## src/inc/pdps_cfg.svh

```systemverilog
// pdps_cfg.svh: constants for the phase step controller
// assumes inclusion by its bare name from the package and modules
`ifndef PDPS_CFG_SVH
`define PDPS_CFG_SVH
`define PDPS_SEL_ALL      3'h0
`define PDPS_SEL_FB       3'h1
`define PDPS_SEL_OUT0     3'h2
`define PDPS_SEL_OUT_LAST 3'h6
`define PDPS_NUM_OUT      5
`define PDPS_PHASE_BITS   8
`define PDPS_STEPS_PER_VCO 8
`define PDPS_SETTLE_CYC   4
`define PDPS_MIN_HOLD_CYC 2
`endif

```

## src/inc/pdps_pkg.sv

```systemverilog
// pdps_pkg.sv: types shared by the phase step controller files
// assumes pdps_cfg.svh is on the include path
`include "pdps_cfg.svh"
package pdps_pkg;
	typedef enum logic [1:0] {
		PDPS_IDLE,
		PDPS_SHIFT,
		PDPS_WAIT_REL,
		PDPS_SETTLE
	} pdps_state_t;

	typedef struct packed {
		logic       up;
		logic [2:0] sel;
	} pdps_req_t;
endpackage : pdps_pkg

```

## src/hdl/pdps_phase_acc.sv

```systemverilog
// pdps_phase_acc.sv: per counter phase offset registers, one step each
// assumes a one-cycle step strobe with a decoded counter mask
`timescale 1ns/100ps
`include "pdps_cfg.svh"
module pdps_phase_acc
	import pdps_pkg::*;
#(
	parameter int NUM_CNT = `PDPS_NUM_OUT + 1,
	parameter int PW      = `PDPS_PHASE_BITS
) (
	// clock and reset
	input  wire logic                clk_in,
	input  wire logic                resetn_in,
	// step command
	input  wire logic                step_in,
	input  wire logic                up_in,
	input  wire logic [NUM_CNT-1:0]  mask_in,
	// phase offsets in eighths of the vco period
	output logic [NUM_CNT*PW-1:0]    phase_out
);
	genvar g;
	generate
		for (g = 0; g < NUM_CNT; g++) begin : g_cnt
			logic [PW-1:0] ph_r;
			logic [PW-1:0] ph_nxt;
			always_comb begin
				ph_nxt = ph_r;
				if (step_in && mask_in[g]) begin
					ph_nxt = up_in ? ph_r + PW'(1) : ph_r - PW'(1);
				end
			end
			always_ff @(posedge clk_in or negedge resetn_in) begin
				if (!resetn_in) begin
					ph_r <= '0;
				end else begin
					ph_r <= ph_nxt;
				end
			end
			assign phase_out[g*PW +: PW] = ph_r;
		end
	endgenerate
endmodule : pdps_phase_acc

```

## src/hdl/pdps_ctrl.sv

```systemverilog
// pdps_ctrl.sv: dynamic phase step handshake for the pll counters
// assumes clk_in is the free running scan clock from the core
`timescale 1ns/100ps
`include "pdps_cfg.svh"
module pdps_ctrl
	import pdps_pkg::*;
#(
	parameter int NUM_OUT    = `PDPS_NUM_OUT,
	parameter int PW         = `PDPS_PHASE_BITS,
	parameter int SETTLE_CYC = `PDPS_SETTLE_CYC
) (
	// scan clock and reset
	input  wire logic                       clk_in,
	input  wire logic                       resetn_in,
	// step control from core
	input  wire logic                       phase_step_in,
	input  wire logic                       shift_direction_in,
	input  wire logic [2:0]                 counter_select_in,
	// handshake and status
	output logic                            shift_done_out,
	output logic                            select_err_out,
	// phase offsets, feedback first then outputs
	output logic [(NUM_OUT+1)*PW-1:0]       phase_out
);
	localparam int CW = $clog2(SETTLE_CYC + 1);

	pdps_state_t        state_r, state_nxt;
	pdps_req_t          req_r, req_nxt;
	logic [CW-1:0]      cnt_r, cnt_nxt;
	logic               done_r, done_nxt;
	logic               err_r, err_nxt;
	logic               step_pulse;
	logic [NUM_OUT:0]   mask;
	logic               sel_legal;

	// bit 0 is the feedback counter, bits 1..NUM_OUT the outputs
	always_comb begin
		mask = '0;
		sel_legal = 1'b1;
		if (req_r.sel == `PDPS_SEL_ALL) begin
			mask = '1;
			mask[0] = 1'b0;
		end else if (req_r.sel == `PDPS_SEL_FB) begin
			mask[0] = 1'b1;
		end else if (req_r.sel <= `PDPS_SEL_OUT_LAST) begin
			mask[req_r.sel - `PDPS_SEL_OUT0 + 3'h1] = 1'b1;
		end else begin
			sel_legal = 1'b0;
		end
	end

	always_comb begin
		state_nxt  = state_r;
		req_nxt    = req_r;
		cnt_nxt    = cnt_r;
		done_nxt   = done_r;
		err_nxt    = err_r;
		step_pulse = 1'b0;
		unique case (state_r)
			PDPS_IDLE: begin
				if (phase_step_in) begin
					// capture on the edge so later changes cannot disturb this step
					req_nxt.up  = shift_direction_in;
					req_nxt.sel = counter_select_in;
					state_nxt   = PDPS_SHIFT;
					done_nxt    = 1'b0;
				end
			end
			PDPS_SHIFT: begin
				step_pulse = sel_legal;
				err_nxt    = ~sel_legal;
				state_nxt  = PDPS_WAIT_REL;
			end
			PDPS_WAIT_REL: begin
				// a step held high longer still yields a single increment
				if (!phase_step_in) begin
					state_nxt = PDPS_SETTLE;
					cnt_nxt   = '0;
				end
			end
			PDPS_SETTLE: begin
				if (cnt_r == CW'(SETTLE_CYC - 1)) begin
					state_nxt = PDPS_IDLE;
					done_nxt  = 1'b1;
				end else begin
					cnt_nxt = cnt_r + CW'(1);
				end
			end
		endcase
	end

	always_ff @(posedge clk_in or negedge resetn_in) begin
		if (!resetn_in) begin
			state_r <= PDPS_IDLE;
			req_r   <= '0;
			cnt_r   <= '0;
			done_r  <= 1'b1;
			err_r   <= 1'b0;
		end else begin
			state_r <= state_nxt;
			req_r   <= req_nxt;
			cnt_r   <= cnt_nxt;
			done_r  <= done_nxt;
			err_r   <= err_nxt;
		end
	end

	assign shift_done_out = done_r;
	assign select_err_out = err_r;

	pdps_phase_acc #(
		.NUM_CNT (NUM_OUT + 1),
		.PW      (PW)
	) u_acc (
		.clk_in    (clk_in),
		.resetn_in (resetn_in),
		.step_in   (step_pulse),
		.up_in     (req_r.up),
		.mask_in   (mask),
		.phase_out (phase_out)
	);
endmodule : pdps_ctrl

```

## config.mk

```make
export PLATFORM = sky130hd
export DESIGN_NAME = pdps_ctrl
export DESIGN_NICKNAME = d
export VERILOG_FILES = /design/src/inc/pdps_pkg.sv /design/src/hdl/pdps_phase_acc.sv /design/src/hdl/pdps_ctrl.sv
export VERILOG_INCLUDE_DIRS = /design/src /design/src/inc
export SDC_FILE = /design/constraint.sdc
export NUM_CORES = 1
export LEC_CHECK = 0
export BUFFER_PORTS_ARGS = -buffer_cell sky130_fd_sc_hd__buf_2
export CORE_ASPECT_RATIO = 1.75
export CORE_MARGIN = 1.5
export CORE_UTILIZATION = 45
export CTS_CLUSTER_SIZE = 10
export DETAILED_ROUTE_END_ITERATION = 10
export GPL_TIMING_DRIVEN = 0
export HOLD_SLACK_MARGIN = 0.06
export PLACE_DENSITY = 0.69
export REMOVE_ABC_BUFFERS = 1
export SYNTH_ARGS = -nofsm -noshare
export SYNTH_HDL_FRONTEND = slang
export SYNTH_HIERARCHICAL = 1
export SYNTH_SLANG_ARGS = --single-unit
```

## constraint.sdc

```tcl
create_clock -name clk_in -period 5.4 [get_ports clk_in]
set_input_delay 0.27 -clock clk_in [delete_from_list [all_inputs] [get_ports clk_in]]
set_output_delay 0.27 -clock clk_in [all_outputs]
set_load 0.05 [all_outputs]
```

==> flow_metrics.py <==
metrics = {
    "status": {
        "run_status": "finished clean",
    },
    "floorplan": {
        "std_cell_rows": 47,
        "die_w_um": 76.8,
        "die_area_um2": 10100,
        "start_util_pct": 45.9,
        "die_h_um": 132,
        "core_area_um2": 9350,
        "pin_count": 57,
    },
    "route": {
        "routedWlPerCell_um": 14.4,
        "drt_iter0_drc": 109,
        "ant_nets": 0,
        "finalWirelength_mm": 9.14,
        "firstDrtPassIters": 4,
        "viasPerCell": 5.62,
        "vias": 3560,
        "drc": 0,
    },
    "placed_design": {
        "place_congestion": 0.860,
        "pre_cts_slack_ns": 1.97,
        "dpl.hpwl_mm": 6.64,
        "io_buffers": 56,
    },
    "logic_synthesis": {
        "syn_avg_cell_area_um2": 9.39,
        "synth_common_cells": "dfrtp_1 (58), o21ai_0 (56), nand2_1 (52), ha_1 (46), a21oi_1 (34)",
        "ys_types": 48,
        "yosysTopAreaCell": "dfrtp_1",
        "postSynthCellCount": 457,
        "synthTopCellsByArea": "dfrtp_1 (34%), ha_1 (13%), o21ai_0 (6.5%)",
        "synthesis.area_um2": 4290,
        "async_flop_share_pct": 100,
        "yosysTopAreaCellShare_pct": 33.8,
        "synth.most_common_cell": "dfrtp_1",
        "synth-seq-cells": 59,
        "ys.flop_type": "dfrtp_1",
        "synth-seq-area-share_pct": 34.5,
        "synth_warnings": 6,
        "synth_edf_count": 0,
    },
    "timing": {
        "finalClockSkew_ns": 0.00511,
        "setup_viol": 0,
        "drv_slew": 0,
        "max_freq_ghz": 0.291,
        "worstMarginPinSlew_ns": 1.29,
        "relSlewSlack_pct": 13.5,
        "post-route-min-period_ns": 3.43,
        "rsz0062_at_grt": "false",
        "fin_crit_sh_pct": 63.6,
        "finalSetupTns_ns": 0,
        "setup_slack_ns": 1.97,
        "final-hold-violation-count": 0,
    },
    "worst_setup_path": {
        "ff2ff_path_depth": 8,
        "path_class": "reg -> reg",
        "cp.arrival_ns": 3.61,
        "worst_ep_required_time_ns": 5.58,
        "ff2ff_setup_slack_ns": 1.97,
        "r2r_end": "u_acc/g_cnt[0].ph_r[7]",
        "startpoint_type": "register",
        "crit_fanout": 15,
        "r2r-start": "req_r[0]",
        "cp-end-kind": "register",
    },
    "clocking": {
        "clock-root-buffer": "clkbuf_16",
        "holdBufCountCts": 0,
        "path_clk_slew_ns": 0.05,
        "cts_buffers": 9,
        "cts_sinks": 59,
        "post_cts_buffers": 0,
        "clk_latency_ns": 0.32,
        "cts_tree": "yes",
        "clockBufferDepth": 2,
        "cts_resized": 0,
        "htree_num_levels": 3,
    },
    "final_layout": {
        "area_growth_pct": 14.4,
        "multiInputGateArea_um2": 2660,
        "nets": 569,
        "antenna_cells": 0,
        "regArea_um2": 1480,
        "filler_cell_count": 845,
        "final_layout_size_suffix_gt1_share_pct": 17.4,
        "final_core_util_pct": 52.5,
    },
    "grt": {
        "grt_start_max_net_pins": 60,
        "grt_pass1_vias": 3594,
        "antenna_found_initial": 0,
        "grt_pass1_wl_mm": 15.8,
        "grt.total_usage_pct": 19.1,
        "grt.overflow.total": 0,
    },
    "worst_hold_path": {
        "min_path_type": "in -> async",
    },
    "flow_run": {
        "drv_cap": 0,
    },
}
[stage by stage]
step	cell area [µm²]	instances	hold WS [ns]
6_report	4900	634	0.0234
5_1_grt	4900	634	0.0920
4_1_cts	4900	634	0.180
3_5_place_dp	4650	621	0.459
3_3_place_gp	4650	621	0.454
2_1_floorplan	4220	443	-0.0256
[sequential cells by signal (all words and copies together) (netlist names)]
| signal | count |
|---|---|
| select_err_out | 1 |
| req_r | 4 |
| state_r | 2 |
| cnt_r | 3 |
| u_acc/g_cnt.ph_r | 48 |
| shift_done_out | 1 |
[routing by layer]
metal  track usage (%)  share of wire [%]  up-vias
met4              9.98                2.6        0
met1              20.5                 40     1703
met3              3.11                2.7       16
met2              35.3                 55       63
met5                 0                  0        -
li1                  -                  -     1778
[worst max path at each step]
stage          startpoint                     end  slack (ns)  cells after the start
6_report         req_r[0]  u_acc/g_cnt[0].ph_r[7]        1.97                      8
5_1_grt          req_r[3]  u_acc/g_cnt[1].ph_r[7]        1.63                      7
4_1_cts          req_r[3]  u_acc/g_cnt[1].ph_r[7]        1.93                      7
3_5_place_dp     req_r[0]  u_acc/g_cnt[4].ph_r[7]        1.97                      8
3_3_place_gp     req_r[3]  u_acc/g_cnt[1].ph_r[7]        1.54                      7
2_1_floorplan    req_r[3]  u_acc/g_cnt[1].ph_r[7]        2.26                      7
[cell usage in the layout (no fill, tap or decap), types with 3 or more instances in the layout]
cell and instances:
or3_1 5, clkbuf_1 3, clkbuf_16 9, mux2_2 11
xor2_1 13, ha_1 46, o22ai_1 3, nand3_1 6
a211oi_1 11, o21bai_1 6, inv_1 21, nand2_1 52
a31oi_1 8, xnor2_1 24, mux2i_1 8, a21o_1 5
nor2b_1 6, o21ai_0 56, and3_1 5, nand4_1 5
o32ai_1 7, nor2_1 8, a21oi_1 34, o31ai_1 6
dfrtp_1 58, a221oi_1 3, buf_2 55, fa_1 6
nor3_1 7
[layout make-up]
cell class	instances	area share, %
multi-input cells	362	54.2
flip-flops and latches	59	30.1
repair buffers	56	5.77
clock buffers	13	5.10
well taps	122	3.11
inverters	22	1.68
[worst max-delay path: stages, from the launching register on]
cell and delay, ns:
dfrtp_1 0.46, inv_1 0.18, ha_1 0.18, nor2b_1 0.06, a21boi_0 0.99, nand2_1 0.64
or3_1 0.53, mux2i_1 0.16, o32ai_1 0.09
[cells by family (layout without fill, tap and decap cells)]
| group | count (synthesis) | after routing | synth area share (%) |
|---|---|---|---|
| AO/OA/AOI/OAI | 153 | 153 | 22.3 |
| XOR/XNOR | 37 | 37 | 7.56 |
| adder cells (fa/ha/maj) | 52 | 52 | 16.2 |
| buffers and inverters | 36 | 91 | 3.56 |
| flip-flops | 59 | 59 | 34.5 |
| multiplexers | 19 | 19 | 4.76 |
| AND/OR/NAND/NOR | 101 | 101 | 11.1 |
Power is not shown: default switching activity piles up to over one toggle a cycle in this logic, so the estimate is an artifact.
